<file path="config.mk">
export PLATFORM = sky130hd
export DESIGN_NAME = bio_port
export DESIGN_NICKNAME = d
export VERILOG_FILES = /design/src/bio_pkg.sv /design/src/bio_port.sv
export SDC_FILE = /design/constraint.sdc
export NUM_CORES = 1
export LEC_CHECK = 0
export ABC_AREA = 1
export ABC_CLOCK_PERIOD_IN_PS = 1410
export BUFFER_PORTS_ARGS = -buffer_cell sky130_fd_sc_hd__buf_4
export CORE_ASPECT_RATIO = 0.8
export CORE_MARGIN = 5
export CORE_UTILIZATION = 45
export CTS_CLUSTER_DIAMETER = 30
export DETAILED_ROUTE_END_ITERATION = 8
export GPL_ROUTABILITY_DRIVEN = 1
export PLACE_DENSITY = 0.73
export RECOVER_POWER = 100
export SETUP_SLACK_MARGIN = 0.4
export SLEW_MARGIN = 20
export SYNTH_ARGS = -nofsm -noshare
export SYNTH_HDL_FRONTEND = slang
export SYNTH_SLANG_ARGS = --single-unit
</file>
<file path="constraint.sdc">
create_clock -name aclk -period 1.41 [get_ports aclk]
set_input_delay 0.141 -clock aclk [delete_from_list [all_inputs] [get_ports aclk]]
set_output_delay 0.141 -clock aclk [all_outputs]
set_load 0.02 [all_outputs]
</file>
<file path="src/bio_pkg.sv">
/*
 Package for the bytewise I/O port block: register map, field layout,
 reset values and the pin configuration carrier.
 Assumes an AXI4-Lite master with 32-bit data on the same clock.
*/
package bio_pkg;
   // =========================================================
   // Register map (byte addresses)
   localparam logic [7:0] BIO_OFS_LEVEL    = 8'h00;
   localparam logic [7:0] BIO_OFS_DIR      = 8'h04;
   localparam logic [7:0] BIO_OFS_OPTION   = 8'h08;
   localparam logic [7:0] BIO_OFS_IRQCFG   = 8'h0C;
   localparam logic [7:0] BIO_OFS_IRQSTAT  = 8'h10;
   localparam logic [7:0] BIO_OFS_PINS     = 8'h14;
   localparam logic [7:0] BIO_OFS_PWM      = 8'h18;
   // =========================================================
   // Field positions and reset values
   localparam int         BIO_IRQCFG_LEVEL_BIT = 0;
   localparam int         BIO_IRQCFG_RISE_BIT  = 1;
   localparam logic [7:0] BIO_PORT_RST         = 8'h00;
   localparam logic [1:0] BIO_RESP_OKAY        = 2'h0;
   localparam logic [1:0] BIO_RESP_SLVERR      = 2'h2;
   // Index of the line that the timer PWM output may take over
   localparam int         BIO_PWM_LINE         = 7;
   // =========================================================
   // Per-port pin configuration
   typedef struct packed {
      logic [7:0] out_val;
      logic [7:0] out_en;
      logic [7:0] pullup_en;
      logic [7:0] analog_sel;
   } bio_pad_t;
endpackage

</file>
<file path="src/bio_port.sv">
/*
 Bytewise I/O port: level, direction and option registers over AXI4-Lite,
 pin mode decode, input synchronising, interrupt request generation.
 Assumes pins arrive asynchronously; the pad cell does the pull-up and
 the open-drain/push-pull drive from the enables given here.
*/
//Contract
// Three registers, bit n controls line n
// Registers read and write like RAM
// Level read returns pin on inputs
// Written level drives output lines
// Input read pin; latch sets characteristics
// Direction bit: 0 input, 1 output
// Option bit selects mode option
// Reset clears all: input with pull-up
// Dir0 opt0: input, latch selects pull-up
// Dir0 opt1 latch0: pull-up with interrupt
// Dir0 opt1 latch1: analog input
// Dir1 opt0: open-drain output
// Dir1 opt1: push-pull output
// No pull-up input left high impedance
// Falling, rising or low level trigger
// Analog lines reach converter multiplexer
// Software selects one analog line only
// Software avoids bit read-modify-write
// Software uses safe mode transitions
// Software masks unimplemented bits
// Edge or level, polarity selectable; the level trigger here is low only
// PWM enable overrides timer pin
// Pins synchronised before use
`timescale 1ns/10ps
module bio_port
   import bio_pkg::*;
#(
   parameter int WIDTH = 8
) (
   input  wire logic        aclk,
   input  wire logic        aresetn,
   input  wire logic [7:0]  s_axi_awaddr,
   input  wire logic        s_axi_awvalid,
   output logic             s_axi_awready,
   input  wire logic [31:0] s_axi_wdata,
   input  wire logic [3:0]  s_axi_wstrb,
   input  wire logic        s_axi_wvalid,
   output logic             s_axi_wready,
   output logic [1:0]       s_axi_bresp,
   output logic             s_axi_bvalid,
   input  wire logic        s_axi_bready,
   input  wire logic [7:0]  s_axi_araddr,
   input  wire logic        s_axi_arvalid,
   output logic             s_axi_arready,
   output logic [31:0]      s_axi_rdata,
   output logic [1:0]       s_axi_rresp,
   output logic             s_axi_rvalid,
   input  wire logic        s_axi_rready,
   input  wire logic [7:0]  pin_in,
   output logic [7:0]       pin_out,
   output logic [7:0]       pin_oe,
   output logic [7:0]       pin_pullup,
   output logic [7:0]       analog_sel,
   input  wire logic        pwm_output_enable,
   input  wire logic        timer_pwm_pin,
   output logic             port_irq
);
   // =========================================================
   // Registers
   logic [7:0] port_level_reg, port_direction_reg, port_option_reg;
   logic [1:0] irqcfg_reg;
   logic [7:0] irq_stat_reg, irq_stat_next;
   logic [7:0] sync1_reg, sync2_reg, sync3_reg, pin_reg, pin_prev_reg;
   logic       aw_got_reg, w_got_reg;
   logic [7:0] awaddr_reg;
   logic [7:0] wdata_reg;
   logic       wstrb0_reg;
   bio_pad_t   pad_next;
   logic [7:0] impl_mask;

   assign impl_mask = 8'((9'h001 << WIDTH) - 9'h001);

   // =========================================================
   // Pin synchroniser: change counts once stages two and three agree
   always_ff @(posedge aclk) begin
      if (!aresetn) begin
         // Idle level of a pulled-up pin, so no false edge follows reset
         sync1_reg    <= 8'hFF;
         sync2_reg    <= 8'hFF;
         sync3_reg    <= 8'hFF;
         pin_reg      <= 8'hFF;
         pin_prev_reg <= 8'hFF;
      end else begin
         sync1_reg    <= pin_in;
         sync2_reg    <= sync1_reg;
         sync3_reg    <= sync2_reg;
         pin_reg      <= (sync2_reg & sync3_reg) | (pin_reg & (sync2_reg | sync3_reg));
         pin_prev_reg <= pin_reg;
      end
   end

   // =========================================================
   // Mode decode per line
   logic [7:0] is_in, irq_line;
   genvar gi;
   generate
      for (gi = 0; gi < 8; gi++) begin : g_line
         wire dir = port_direction_reg[gi];
         wire opt = port_option_reg[gi];
         wire lat = port_level_reg[gi];
         assign is_in[gi]              = !dir;
         assign irq_line[gi]           = !dir && opt && !lat;
         assign pad_next.pullup_en[gi] = !dir && !lat;
         assign pad_next.analog_sel[gi] = !dir && opt && lat;
         // Open drain drives only a low; push-pull drives both levels
         assign pad_next.out_en[gi]    = dir && (opt || !lat);
         assign pad_next.out_val[gi]   = dir && lat;
      end
   endgenerate

   // =========================================================
   // Pad drive, with the PWM takeover of the timer line
   always_ff @(posedge aclk) begin
      if (!aresetn) begin
         pin_out    <= 8'h00;
         pin_oe     <= 8'h00;
         pin_pullup <= 8'hFF;
         analog_sel <= 8'h00;
      end else begin
         pin_out    <= pad_next.out_val & impl_mask;
         pin_oe     <= pad_next.out_en & impl_mask;
         pin_pullup <= pad_next.pullup_en & impl_mask;
         analog_sel <= pad_next.analog_sel & impl_mask;
         if (pwm_output_enable) begin
            pin_out[BIO_PWM_LINE]    <= timer_pwm_pin;
            pin_oe[BIO_PWM_LINE]     <= 1'b1;
            pin_pullup[BIO_PWM_LINE] <= 1'b0;
            analog_sel[BIO_PWM_LINE] <= 1'b0;
         end
      end
   end

   // =========================================================
   // Interrupt detection: level-low, falling or rising edge
   logic [7:0] ev_fall, ev_rise, ev_edge;
   logic       lvl_mode;
   assign lvl_mode = irqcfg_reg[BIO_IRQCFG_LEVEL_BIT];
   assign ev_fall  = pin_prev_reg & ~pin_reg;
   assign ev_rise  = ~pin_prev_reg & pin_reg;
   assign ev_edge  = irqcfg_reg[BIO_IRQCFG_RISE_BIT] ? ev_rise : ev_fall;

   // =========================================================
   // AXI4-Lite write path
   logic       wr_fire, wr_sel_level, wr_sel_dir, wr_sel_opt, wr_sel_cfg;
   logic       wr_sel_stat, wr_hit;
   assign wr_fire      = aw_got_reg && w_got_reg && !s_axi_bvalid;
   assign wr_sel_level = awaddr_reg == BIO_OFS_LEVEL;
   assign wr_sel_dir   = awaddr_reg == BIO_OFS_DIR;
   assign wr_sel_opt   = awaddr_reg == BIO_OFS_OPTION;
   assign wr_sel_cfg   = awaddr_reg == BIO_OFS_IRQCFG;
   assign wr_sel_stat  = awaddr_reg == BIO_OFS_IRQSTAT;
   assign wr_hit       = wr_sel_level | wr_sel_dir | wr_sel_opt | wr_sel_cfg | wr_sel_stat
                         | (awaddr_reg == BIO_OFS_PINS) | (awaddr_reg == BIO_OFS_PWM);

   // Sticky edge flags; an edge in the clearing cycle wins over the clear
   always_comb begin
      irq_stat_next = irq_stat_reg;
      if (wr_fire && wr_sel_stat && wstrb0_reg)
         irq_stat_next = irq_stat_reg & ~wdata_reg;
      irq_stat_next = (irq_stat_next | (ev_edge & irq_line)) & irq_line & impl_mask;
   end

   always_ff @(posedge aclk) begin
      if (!aresetn) begin
         s_axi_awready <= 1'b1;
         s_axi_wready  <= 1'b1;
         s_axi_bvalid  <= 1'b0;
         s_axi_bresp   <= BIO_RESP_OKAY;
         aw_got_reg    <= 1'b0;
         w_got_reg     <= 1'b0;
         awaddr_reg    <= 8'h00;
         wdata_reg     <= 8'h00;
         wstrb0_reg    <= 1'b0;
      end else begin
         if (s_axi_awvalid && s_axi_awready) begin
            aw_got_reg    <= 1'b1;
            awaddr_reg    <= {s_axi_awaddr[7:2], 2'b00};
            s_axi_awready <= 1'b0;
         end
         if (s_axi_wvalid && s_axi_wready) begin
            w_got_reg    <= 1'b1;
            wdata_reg    <= s_axi_wdata[7:0];
            wstrb0_reg   <= s_axi_wstrb[0];
            s_axi_wready <= 1'b0;
         end
         if (wr_fire) begin
            s_axi_bvalid <= 1'b1;
            s_axi_bresp  <= wr_hit ? BIO_RESP_OKAY : BIO_RESP_SLVERR;
            aw_got_reg   <= 1'b0;
            w_got_reg    <= 1'b0;
         end
         if (s_axi_bvalid && s_axi_bready) begin
            s_axi_bvalid  <= 1'b0;
            s_axi_awready <= 1'b1;
            s_axi_wready  <= 1'b1;
         end
      end
   end

   // Port registers: cleared at reset, written as plain storage
   always_ff @(posedge aclk) begin
      if (!aresetn) begin
         port_level_reg     <= BIO_PORT_RST;
         port_direction_reg <= BIO_PORT_RST;
         port_option_reg    <= BIO_PORT_RST;
         irqcfg_reg         <= 2'b00;
         irq_stat_reg       <= 8'h00;
      end else begin
         irq_stat_reg <= irq_stat_next;
         if (wr_fire && wstrb0_reg) begin
            if (wr_sel_level)
               port_level_reg <= wdata_reg & impl_mask;
            if (wr_sel_dir)
               port_direction_reg <= wdata_reg & impl_mask;
            if (wr_sel_opt)
               port_option_reg <= wdata_reg & impl_mask;
            if (wr_sel_cfg)
               irqcfg_reg <= wdata_reg[1:0];
         end
      end
   end

   // Interrupt request: sticky edges, or live low level in level mode
   always_ff @(posedge aclk) begin
      if (!aresetn)
         port_irq <= 1'b0;
      else if (lvl_mode)
         port_irq <= |(irq_line & ~pin_reg & impl_mask);
      else
         port_irq <= |irq_stat_next;
   end

   // =========================================================
   // AXI4-Lite read path
   logic [7:0] rd_level, rd_byte;
   logic       rd_hit;
   logic [7:0] ar_addr;
   assign ar_addr  = {s_axi_araddr[7:2], 2'b00};
   assign rd_level = ((pin_reg & is_in) | (port_level_reg & ~is_in)) & impl_mask;
   assign rd_hit   = (ar_addr <= BIO_OFS_PWM);
   always_comb begin
      rd_byte = 8'h00;
      unique case (ar_addr)
         BIO_OFS_LEVEL:   rd_byte = rd_level;
         BIO_OFS_DIR:     rd_byte = port_direction_reg;
         BIO_OFS_OPTION:  rd_byte = port_option_reg;
         BIO_OFS_IRQCFG:  rd_byte = {6'h00, irqcfg_reg};
         BIO_OFS_IRQSTAT: rd_byte = irq_stat_reg;
         BIO_OFS_PINS:    rd_byte = pin_reg & impl_mask;
         BIO_OFS_PWM:     rd_byte = {7'h00, pwm_output_enable};
         default:         rd_byte = 8'h00;
      endcase
   end

   always_ff @(posedge aclk) begin
      if (!aresetn) begin
         s_axi_arready <= 1'b1;
         s_axi_rvalid  <= 1'b0;
         s_axi_rdata   <= 32'h0000_0000;
         s_axi_rresp   <= BIO_RESP_OKAY;
      end else if (s_axi_arvalid && s_axi_arready) begin
         s_axi_arready <= 1'b0;
         s_axi_rvalid  <= 1'b1;
         s_axi_rdata   <= {24'h00_0000, rd_byte};
         s_axi_rresp   <= rd_hit ? BIO_RESP_OKAY : BIO_RESP_SLVERR;
      end else if (s_axi_rvalid && s_axi_rready) begin
         s_axi_rvalid  <= 1'b0;
         s_axi_arready <= 1'b1;
      end
   end

   // =========================================================
   // Checks
   AST_RESET_PULLUP: assert property (@(posedge aclk)
      $rose(aresetn) |-> pin_pullup == impl_mask && pin_oe == 8'h00)
      else $error("pull-ups not all on after reset");
   AST_OPEN_DRAIN: assert property (@(posedge aclk) disable iff (!aresetn)
      (!pwm_output_enable && port_direction_reg[4] && !port_option_reg[4]
       && port_level_reg[4]) |=> (pin_oe[4] == 1'b0))
      else $error("open drain line drives high");
   AST_PUSH_PULL: assert property (@(posedge aclk) disable iff (!aresetn)
      (port_direction_reg[6] && port_option_reg[6])
      |=> (pin_oe[6] && pin_out[6] == $past(port_level_reg[6])))
      else $error("push-pull line not driven from latch");
   AST_HIGHZ: assert property (@(posedge aclk) disable iff (!aresetn)
      (!port_direction_reg[1] && port_level_reg[1]) |=> (!pin_oe[1] && !pin_pullup[1]))
      else $error("input without pull-up not high impedance");
   AST_ANALOG: assert property (@(posedge aclk) disable iff (!aresetn)
      (!port_direction_reg[2] && port_option_reg[2] && port_level_reg[2])
      |=> analog_sel[2])
      else $error("analog line not routed");
   AST_PWM: assert property (@(posedge aclk) disable iff (!aresetn)
      pwm_output_enable |=> (pin_oe[7] && pin_out[7] == $past(timer_pwm_pin)))
      else $error("pwm does not own timer pin");
   AST_SYNC: assert property (@(posedge aclk) disable iff (!aresetn)
      ((pin_reg ^ $past(pin_reg)) & ($past(sync2_reg) ^ $past(sync3_reg))) == 8'h00)
      else $error("pin level changed without agreement");
   AST_EDGE_IRQ: assert property (@(posedge aclk) disable iff (!aresetn)
      (!lvl_mode && |(ev_edge & irq_line)) |=> port_irq)
      else $error("edge did not raise interrupt");
   AST_INPUT_READ: assert property (@(posedge aclk) disable iff (!aresetn)
      (s_axi_arvalid && s_axi_arready && ar_addr == BIO_OFS_LEVEL && is_in[3])
      |=> s_axi_rdata[3] == $past(pin_reg[3]))
      else $error("input read does not return pin");
   AST_LEVEL_READ_OUT: assert property (@(posedge aclk) disable iff (!aresetn)
      (s_axi_arvalid && s_axi_arready && ar_addr == BIO_OFS_LEVEL && !is_in[6])
      |=> s_axi_rdata[6] == $past(port_level_reg[6]))
      else $error("output read does not return latch");
   // Mode decode per line, and register clear at reset
   AST_INPUT_NO_DRIVE: assert property (@(posedge aclk) disable iff (!aresetn)
      !port_direction_reg[0] |=> !pin_oe[0])
      else $error("input line is driven");
   AST_PULLUP_ON: assert property (@(posedge aclk) disable iff (!aresetn)
      (!port_direction_reg[1] && !port_level_reg[1]) |=> pin_pullup[1])
      else $error("pull-up missing on input");
   AST_OD_LOW: assert property (@(posedge aclk) disable iff (!aresetn)
      (port_direction_reg[5] && !port_option_reg[5] && !port_level_reg[5])
      |=> (pin_oe[5] && !pin_out[5]))
      else $error("open drain line does not pull low");
   AST_NO_ANALOG_OUT: assert property (@(posedge aclk) disable iff (!aresetn)
      port_direction_reg[4] |=> !analog_sel[4])
      else $error("output line routed to converter");
   AST_RESET_CLEAR: assert property (@(posedge aclk)
      $rose(aresetn) |-> port_level_reg == BIO_PORT_RST && port_direction_reg == BIO_PORT_RST
      && port_option_reg == BIO_PORT_RST && !port_irq)
      else $error("port registers not cleared by reset");
   // Interrupt request
   AST_LEVEL_IRQ: assert property (@(posedge aclk) disable iff (!aresetn)
      (lvl_mode && |(irq_line & ~pin_reg & impl_mask))
      |=> port_irq)
      else $error("low level did not raise interrupt");
   AST_EDGE_QUIET: assert property (@(posedge aclk) disable iff (!aresetn)
      (!lvl_mode && irq_stat_next == 8'h00) |=> !port_irq)
      else $error("interrupt without pending flag");
   // Bus handshake
   AST_WR_ANSWER: assert property (@(posedge aclk) disable iff (!aresetn)
      wr_fire |=> s_axi_bvalid)
      else $error("write not answered");
   AST_RD_ANSWER: assert property (@(posedge aclk) disable iff (!aresetn)
      (s_axi_arvalid && s_axi_arready) |=> s_axi_rvalid)
      else $error("read not answered");
endmodule // bio_port

</file>
==> out/qor.yml, run 1 <==
status: "finished, violations left"
violations: "hold timing, setup timing"
clk_pin_slew_ns: 0.06
dp.cells: 925
rows: 35
ant_nets: 0
wl_per_cell_um: 15.4
design.core.area_sq_um: 11600
cp_max_fo: 8
drv_cap: 0
syn_area_sq_um: 5350
fin_tns_setup_ns: -2.41
leakage_nw: 3.37
fin_crit_sh_pct: 113
synth_seq_cells: 139
diodes: 0
synth_seq_area_share_pct: 52.0
dp_hpwl_um: 9290
cts_tree: "yes"
wirelength_um: 15500
crit_buf_inv: 2
chipHeight_um: 108
via_per_inst: 5.11
clockBufferDepth: 2
timing.hold.ws_ns: -0.0135
final_util_pct: 68.8
final_nets: 912
final_cells: 1004
p_per_area_nw_per_um2: 1180
max_slew_margin_pct: 59.0
tightest_slew_ns: 0.615
cts-root-buf: "clkbuf_16"
finalWeightedCongestion: 0.907
numPortBuffers: 85
peakVddDrop_mv: 0.891
grt_pass1_vias: 4954
synth.distinct_cells: 33
cp_slowest_stage_delay_ns: 0.33
drc: 0
dp_slack_ns: -0.125
setup_viol: 20
drv_slew: 0
hold_path_class: "in2reg"
endpoint_kind: "register"
cpLargestDelayFamily: "simple AND/OR/NAND/NOR gates"
crit_chain: "nor2_4, nand2_2, nor2_4, buf_12, nand3_2, nand2_2, nand2_1, nand2_1, nand2_1, nor2_2, nand3_1, nand2_1, inv_1"
fin_ws_ns: -0.178
start_util_pct: 46.3
die_width_um: 132
fillers: 887
cts_buffers: 17
detail_route.first_pass.iterations: 5
fmax_mhz: 630
grt-ovfl-total: 0
cts_sinks: 139
dpl-instance-area_sq_um: 6400
num_vias: 5130
syn_inst: 672
critPathSlowestCell: "dfxtp_2"
rsz0062_at_grt: "yes"
cp-start-kind: "register"
grt_pass1_wl_um: 22900
multiInputGateArea_sq_um: 2470
syn_area_per_cell_sq_um: 7.97
ios: 143
h-tree-depth: 4
drive_above_1_share_pct: 36.0
crit_type: "reg2reg"
fin_area_sq_um: 7960
arrival_ns: 1.91
crit_top_cell: "nand2_1"
yosysWarnings: 0
area_growth_pct: 48.6
min_period_ns: 1.59
drt_iter0_drc: 339
hold_viol_final: 1
clock_skew_ns: 0.00847
grt_max_degree: 56
seq_area_sq_um: 2810
clk_latency_ns: 0.42
track_usage_pct: 20.0
grt_antenna_before_repair: 0
die_area_sq_um: 14200
worst_ep_required_time_ns: 1.73
## cell families after synthesis
| family | count (synthesis) | synth area share (%) |
|---|---|---|
| AOI/OAI and AO/OA | 150 | 14.9 |
| buffers and inverters | 107 | 9.65 |
| DFF | 139 | 52.0 |
| other | 1 | 0.0701 |
| and+or+nand+nor | 275 | 23.4 |
## per-layer routing
layer / vias to the layer above / routed length, um / global-route usage, % / part of all wire, %
met1: 2360 / 6230 / 22.7 / 40
met4: 0 / 501 / 8.81 / 3.2
met3: 50 / 1140 / 5.05 / 7.3
met5: - / 0 / 0 / 0
li1: 2486 / - / - / -
met2: 234 / 7620 / 35.7 / 49
## cell usage in the layout, fill, tap and decap left out, types with 6 or more instances in the layout
master / instances
o21ai_2: 19
or2_2: 25
clkbuf_4: 9
inv_1: 46
nand3_1: 21
nand2_1: 105
conb_1: 26
o21ai_0: 34
a211oi_1: 7
buf_4: 65
dfxtp_1: 123
nor2_1: 69
nand2_2: 8
clkbuf_16: 18
dlygate4sd3_1: 14
nor2_2: 6
buf_6: 59
nor3_1: 10
nand4_1: 6
nor2_4: 7
clkbuf_1: 13
inv_2: 8
buf_12: 6
a21oi_2: 11
a21oi_1: 54
o21ai_1: 12
dfxtp_2: 15
## synth_stat cells
library cell	instances	area (sq um)
nand2_2	2	12.5
clkbuf_1	15	56.3
nand3_1	27	135
clkinv_1	3	11.3
nand4_1	6	37.5
buf_1	1	3.75
nor2_2	4	25.0
a211oi_1	8	60.1
buf_2	2	10.0
or2_2	25	156
nor4_2	1	12.5
nor3_1	10	50.1
nand3_2	1	10.0
nor3_2	1	10.0
a2bb2oi_1	1	8.76
nand2_1	116	435
nor4_4	2	42.5
inv_2	3	11.3
nor4_1	1	6.26
o21ai_0	69	345
buf_4	28	210
o211ai_1	1	7.51
a21oi_1	65	325
nand3_4	1	17.5
inv_1	54	203
conb_1	1	3.75
a21boi_0	1	7.51
a211oi_2	2	25.0
nor2_1	77	289
dfxtp_1	139	2780
buf_6	1	11.3
o22ai_1	3	18.8
nor2_4	1	11.3
## report_power, final
group	switching [mW]	internal [mW]	total (mW)
registers	0.0754	4.03	4.10
logic	0.447	0.342	0.789
clock network	1.68	2.78	4.46
total	2.20	7.15	9.35
## cell type report
| cell class | count | share of cell area (%) |
|---|---|---|
| sequential | 139 | 35.3 |
| tap | 148 | 2.33 |
| clock buffer | 22 | 6.09 |
| timing repair buffer | 174 | 20.8 |
| inverter | 60 | 3.00 |
| multi-input combinational | 451 | 31.1 |
| clock inverter | 10 | 1.43 |
## stage by stage
stage	total power [mW]	hold WS [ns]
floorplan	4.56	0.218
global placement	4.77	0.328
detailed placement	4.80	0.331
CTS	9.28	0.000848
global route	9.62	0.0227
finish	9.35	-0.0135
## final timing paths
kind | cells past startpoint | to | start | slack [ns]
setup / recovery | 13 | port_irq | awaddr_reg[5] | -0.18
hold / removal | 3 | wdata_reg[0] | s_axi_wdata[0] | -0.01
setup reg to reg | 13 | port_irq | awaddr_reg[5] | -0.18
hold reg to reg | 1 | sync2_reg[0] | sync1_reg[0] | 0.41
## tightest hold or removal path: cells and delay by family
family / cells / cell delay, ns
buffers and inverters: 1 / 0.08
AOI/OAI and AO/OA: 2 / 0.15
## repair_timing
| item | 4_1_cts | 5_1_grt |
|---|---|---|
| hold buffers | 14 | 0 |
| setup endpoints to repair | 80 | 106 |
| endpoints found under the hold margin | 15 | 0 |
| gates cloned | 2 | 2 |
| pin swaps | 14 | 44 |
| buffers inserted | 12 | 17 |
| gates resized for setup | 100 | 154 |
Power figures use the tool's default switching activity.
==> run 2, diff against run 1 <==
==> constraint.sdc (replaced) <==
create_clock -name aclk -period 1.41 [get_ports aclk]
set_input_delay 0.141 -clock aclk [delete_from_list [all_inputs] [get_ports aclk]]
set_output_delay 0.141 -clock aclk [all_outputs]
set_load 0.005 [all_outputs]
==> run 2 against run 1 <==
Net effect:
- the flow still finishes with violations (hold timing, setup timing)
- die area did not move
- sequential power is essentially flat
- flip-flop and latch count is the same
- largest cell class unchanged
==> out/qor.yml, run 2 (synthesized netlist as in run 1, its figures left out) <==
track_usage_pct: 20.2  # +0.23 points
final_common_cell: "nand2_1"
h-tree-depth: 4  # unchanged
met2_usage_pct: 36.0  # +0.32 points
drive_above_1_share_pct: 41.4  # +5.4 points
final_cell_mix: "nand2_1, dfxtp_1, buf_4, nor2_1, a21oi_1"
clk_latency_ns: 0.42  # about the same
clockBufferDepth: 2  # unchanged
chipHeight_um: 108  # unchanged
die_width_um: 132  # unchanged
rows: 35  # unchanged
area_growth_pct: 49.7
final_nets: 902  # -1.1%
start_util_pct: 46.3  # unchanged
fin_tns_setup_ns: -1.66  # +0.752 ns
fmax_mhz: 650  # +3.1%
cts_sinks: 139  # unchanged
violations: "hold timing, setup timing"
clock_skew_ns: 0.00606  # -0.00240 ns
crit_type: "reg2reg"
cp-start-kind: "register"
hold_path_class: "in2reg"
top_usage_layer: "met2"
fin_crit_sh_pct: 109  # -3.4 points
peakVddDrop_mv: 0.985  # +11%
num_vias: 5068  # -1.2%
dp_hpwl_um: 9270  # -0.18%
grt-ovfl-total: 0  # unchanged
fillers: 856  # -3.5%
numPortBuffers: 85  # unchanged
grt_pass1_vias: 4839  # -2.3%
detail_route.first_pass.iterations: 7  # +2
multiInputGateArea_sq_um: 2570  # +4.0%
met1_usage_pct: 23.1  # +0.44 points
drv_cap: 0  # unchanged
final_util_pct: 69.3  # +0.52 points
ant_nets: 0  # unchanged
startpoint: "awaddr_reg[4]"
setup_viol: 19  # -5.0%
cts_tree: "yes"
status: "finished, violations left"
cp_max_fo: 16  # +8
cts-root-buf: "clkbuf_16"
worst_ep_required_time_ns: 1.74  # about the same
diodes: 0  # unchanged
grt_antenna_before_repair: 0  # unchanged
drc: 0  # unchanged
rsz0062_at_grt: "yes"
via_per_inst: 5.10  # -0.21%
rr_startpoint: "awaddr_reg[4]"
ios: 143  # unchanged
hold_viol_final: 1  # unchanged
met3_usage_pct: 5.89  # +0.84 points
seq_area_sq_um: 2830  # +1.0%
finalWeightedCongestion: 0.921  # +1.5%
p_per_area_nw_per_um2: 1200  # +2.0%
die_area_sq_um: 14200  # unchanged
cts_buffers: 17  # unchanged
grt_max_degree: 45  # -20%
wl_per_cell_um: 15.2  # -1.2%
design.core.area_sq_um: 11600  # unchanged
clk_pin_slew_ns: 0.06  # about the same
timing.hold.ws_ns: -0.00581  # +0.00773 ns
min_from: "s_axi_wdata[1]"
drv_slew: 0  # unchanged
power.total_mw: 9.61  # +2.8%
grt_pass1_wl_um: 23000  # +0.45%
endpoint_kind: "register"
wirelength_um: 15100  # -2.2%
min_period_ns: 1.54  # -0.0484 ns
fin_ws_ns: -0.130  # +0.0484 ns
arrival_ns: 1.87  # -0.04 ns
leakage_nw: 3.38  # +0.21%
drt_iter0_drc: 421  # +24%
## run 2: cell count changes in the layout (fill, tap and decap cells not counted), moves of 5 or more
cell and change:
a211oi_1 -6, a211oi_2 +6, a21oi_1 -5, buf_4 +16
buf_6 -22, dfxtp_1 -23, dfxtp_2 +23, nor2_1 -7
nor2_2 +5
## run 2: layout make-up
type | count | share of cell area [%]
inverters | 60 | 3.04
well taps | 148 | 2.31
flip-flops and latches | 139 | 35.4
clock inverters | 11 | 2.08
clock buffers | 21 | 5.87
multi-input cells | 452 | 32.1
repair buffers | 163 | 19.2
## run 2: path summary, 6_finish.rpt
check | end | slack, ns | depth (start not counted)
hold reg to reg | sync2_reg[4] | 0.41 | 1
setup reg to reg | port_option_reg[3] | -0.13 | 8
hold / removal | wdata_reg[1] | -0.006 | 3
setup / recovery | port_option_reg[3] | -0.13 | 8
## run 2: routing by layer
layer | vias to the layer above | routed length [um]
met3 | 27 | 943
met2 | 175 | 7890
met1 | 2378 | 5970
met4 | 0 | 337
li1 | 2488 | -
met5 | - | 0
## run 2: power by group
part | internal [mW] | switching, mW
Clock | 3.09 | 1.65
Sequential | 4.03 | 0.0823
Combinational | 0.368 | 0.383
## run 2: timing repair
action,in CTS,in global routing
pin swaps,22,30
resized for setup,88,124
endpoints found under the hold margin,17,0
hold buffers,16,0
cloned,1,2
endpoints found under the setup margin,63,85
setup buffers,13,10
## run 2: per-stage QoR
step                      cell area (sq um)  cells  worst slack, ns
final                                  8020    994           -0.130
after global routing                   8020    994           -0.200
after CTS                              7590    982          -0.0595
after detailed placement               6430    920          -0.0883
after global placement                 6430    920          -0.0596
after floorplan                        5580    697           0.0740
## run 2: critical path, cell delays in order, from the launching register on
cell and delay, ns:
dfxtp_2 0.32, buf_6 0.12, nor2_4 0.13, nand2_4 0.08, buf_12 0.13, nor4_4 0.25, buf_12 0.22, nor2_2 0.05
a211oi_2 0.14
==> run 3, diff against run 2 <==
==> constraint.sdc (replaced) <==
create_clock -name aclk -period 1.41 [get_ports aclk]
set_input_delay 0.0705 -clock aclk [delete_from_list [all_inputs] [get_ports aclk]]
set_output_delay 0.0705 -clock aclk [all_outputs]
set_load 0.005 [all_outputs]
==> run 3 against run 2 <==
Net effect:
- the flow still finishes with violations (hold timing, setup timing)
- clock-buffer cell count decreased by 2
- power shrank 3.2%
- combinational power is 4.0% lower
- critical path depth rose by 5
- first-iteration DRC count down 5.9%
- register-to-register slack barely moved
- die area stayed put
- clock skew rose by 0.0010 ns
- final cell count is 1.8% higher
- non-clock buffer count is 20 higher
- hold slack better by 0.0043 ns
- clock power is 5.5% lower
- critical path type unchanged
- critical endpoint is now port_irq
==> out/qor.yml, run 3 (synthesized netlist as in run 1, its figures left out) <==
drv_slew: 0  # unchanged
dp_hpwl_um: 9080  # -2.0%
worst_ep_required_time_ns: 1.73  # about the same
clk_latency_ns: 0.42  # about the same
grt_pass1_vias: 4899  # +1.2%
track_usage_pct: 20.2  # -0.036 points
fin_area_sq_um: 7970  # -0.59%
sw_frac_of_total_pct: 22.4  # +0.40 points
cts_sinks: 139  # unchanged
wl_per_cell_um: 15.4  # +1.4%
clock_skew_ns: 0.00710  # +0.00104 ns
fin_ws_ns: -0.132  # -0.00204 ns
pwr-share-comb_pct: 7.7  # about the same
timing.hold.ws_ns: -0.00156  # +0.00426 ns
peakVddDrop_mv: 1.02  # +3.4%
drt_iter0_drc: 396  # -5.9%
cp-start-kind: "register"
final_nets: 921  # +2.1%
num_vias: 5168  # +2.0%
area_growth_pct: 48.9
ios: 143  # unchanged
grt_antenna_before_repair: 0  # unchanged
leakage_nw: 3.37  # -0.30%
die_width_um: 132  # unchanged
drive_above_1_share_pct: 38.0  # -3.4 points
rows: 35  # unchanged
violations: "hold timing, setup timing"
diodes: 0  # unchanged
tightest_slew_ns: 0.791
design.core.area_sq_um: 11600  # unchanged
final_cell_mix: "dfxtp_1, nand2_1, buf_4, nor2_1, clkbuf_4"
drv_cap: 0  # unchanged
rsz0062_at_grt: "yes"
grt_max_degree: 60  # +33%
final_util_pct: 68.9  # -0.41 points
ant_nets: 0  # unchanged
drc: 0  # unchanged
clk_pin_slew_ns: 0.06  # about the same
cts_tree: "yes"
fmax_mhz: 649  # -0.13%
crit_type: "reg2reg"
pwr-share-clk_pct: 48.2  # -1.2 points
finalWeightedCongestion: 0.954  # +3.6%
final_common_cell: "dfxtp_1"
top_usage_layer: "met2"
fin_crit_sh_pct: 109  # +0.14 points
numPortBuffers: 85  # unchanged
arrival_ns: 1.86  # about the same
grt_pass1_wl_um: 23000  # -0.15%
setup_viol: 19  # unchanged
cts_buffers: 17  # unchanged
met3_usage_pct: 5.51  # -0.37 points
wirelength_um: 15600  # +3.2%
detail_route.first_pass.iterations: 5  # -2
status: "finished, violations left"
min_period_ns: 1.54  # +0.00204 ns
chipHeight_um: 108  # unchanged
dpl-instance-area_sq_um: 6400  # -0.45%
switching_power_mw: 2.09  # -1.4%
hold_viol_final: 1  # unchanged
seq_power_share_pct: 44.1  # +1.3 points
max_slew_margin_pct: 47.3
grt-ovfl-total: 0  # unchanged
hold_path_class: "in2reg"
via_per_inst: 5.11  # +0.16%
p_per_area_nw_per_um2: 1170  # -2.6%
met2_usage_pct: 35.4  # -0.65 points
met1_usage_pct: 23.2  # +0.056 points
cp_max_fo: 9  # -7
h-tree-depth: 4  # unchanged
cts-root-buf: "clkbuf_16"
die_area_sq_um: 14200  # unchanged
internal_power_mw: 7.22  # -3.7%
endpoint_kind: "register"
start_util_pct: 46.3  # unchanged
clockBufferDepth: 2  # unchanged
## run 3: final timing paths
| kind | startpoint | end | slack, ns | cells after the start |
|---|---|---|---|---|
| max | s_axi_bvalid | port_irq | -0.13 | 13 |
| min | aresetn | wstrb0_reg | -0.002 | 3 |
| max reg2reg | s_axi_bvalid | port_irq | -0.13 | 13 |
| min reg2reg | sync1_reg[5] | sync2_reg[5] | 0.41 | 1 |
## run 3: area by class of cell
cell class	instances	area [sq um]
Inverter	60	249
Sequential cell	139	2820
Tap cell	148	185
Multi-Input combinational cell	451	2510
Clock inverter	12	148
Timing Repair Buffer	183	1610
Fill cell	898	3590
Clock buffer	19	453
## run 3: per-layer routing
| layer | up-vias | share of wire (%) | wire length (um) |
|---|---|---|---|
| li1 | 2503 | - | - |
| met1 | 2404 | 40 | 6190 |
| met2 | 219 | 50 | 7880 |
| met3 | 42 | 6.6 | 1030 |
| met4 | 0 | 3.4 | 525 |
| met5 | - | 0 | 0 |
## run 3: critical path: stages (launching register included)
cell and delay, ns:
dfxtp_2 0.32, inv_2 0.07, nand3_4 0.08, nor2_4 0.14, buf_12 0.15, nand3_2 0.09
nand2_1 0.08, nand2_1 0.05, nand2_1 0.09, nand2_1 0.06, nor2_1 0.11, nand3_1 0.08
nand2_1 0.07, inv_1 0.03
## run 3: power groups by stage
stage	Combinational [mW]	Clock, mW	Sequential, mW
floorplan	0.336	0	4.17
global placement	0.530	0	4.17
detailed placement	0.543	0	4.17
CTS	0.667	4.52	4.09
global route	0.782	4.74	4.11
finish	0.721	4.48	4.10
## run 3: per-stage QoR
step	power [mW]	hold slack, ns	setup TNS (ns)	cells	worst slack (ns)
after floorplan	4.51	0.148	0	697	0.0740
after global placement	4.70	0.257	-0.246	918	-0.0484
after detailed placement	4.72	0.260	-0.909	918	-0.0993
after CTS	9.28	0.0292	-0.608	994	-0.0711
after global routing	9.63	0.0197	-2.78	1012	-0.264
final	9.30	-0.00156	-1.36	1012	-0.132
## run 3: timing repair
action                                 CTS  global route
cloned                                   1             2
endpoints found under the hold margin   34             0
setup endpoints to repair               56            61
pin swaps                               15            42
hold buffers                            31             0
buffers inserted                        13            16
resized for setup                       48           120
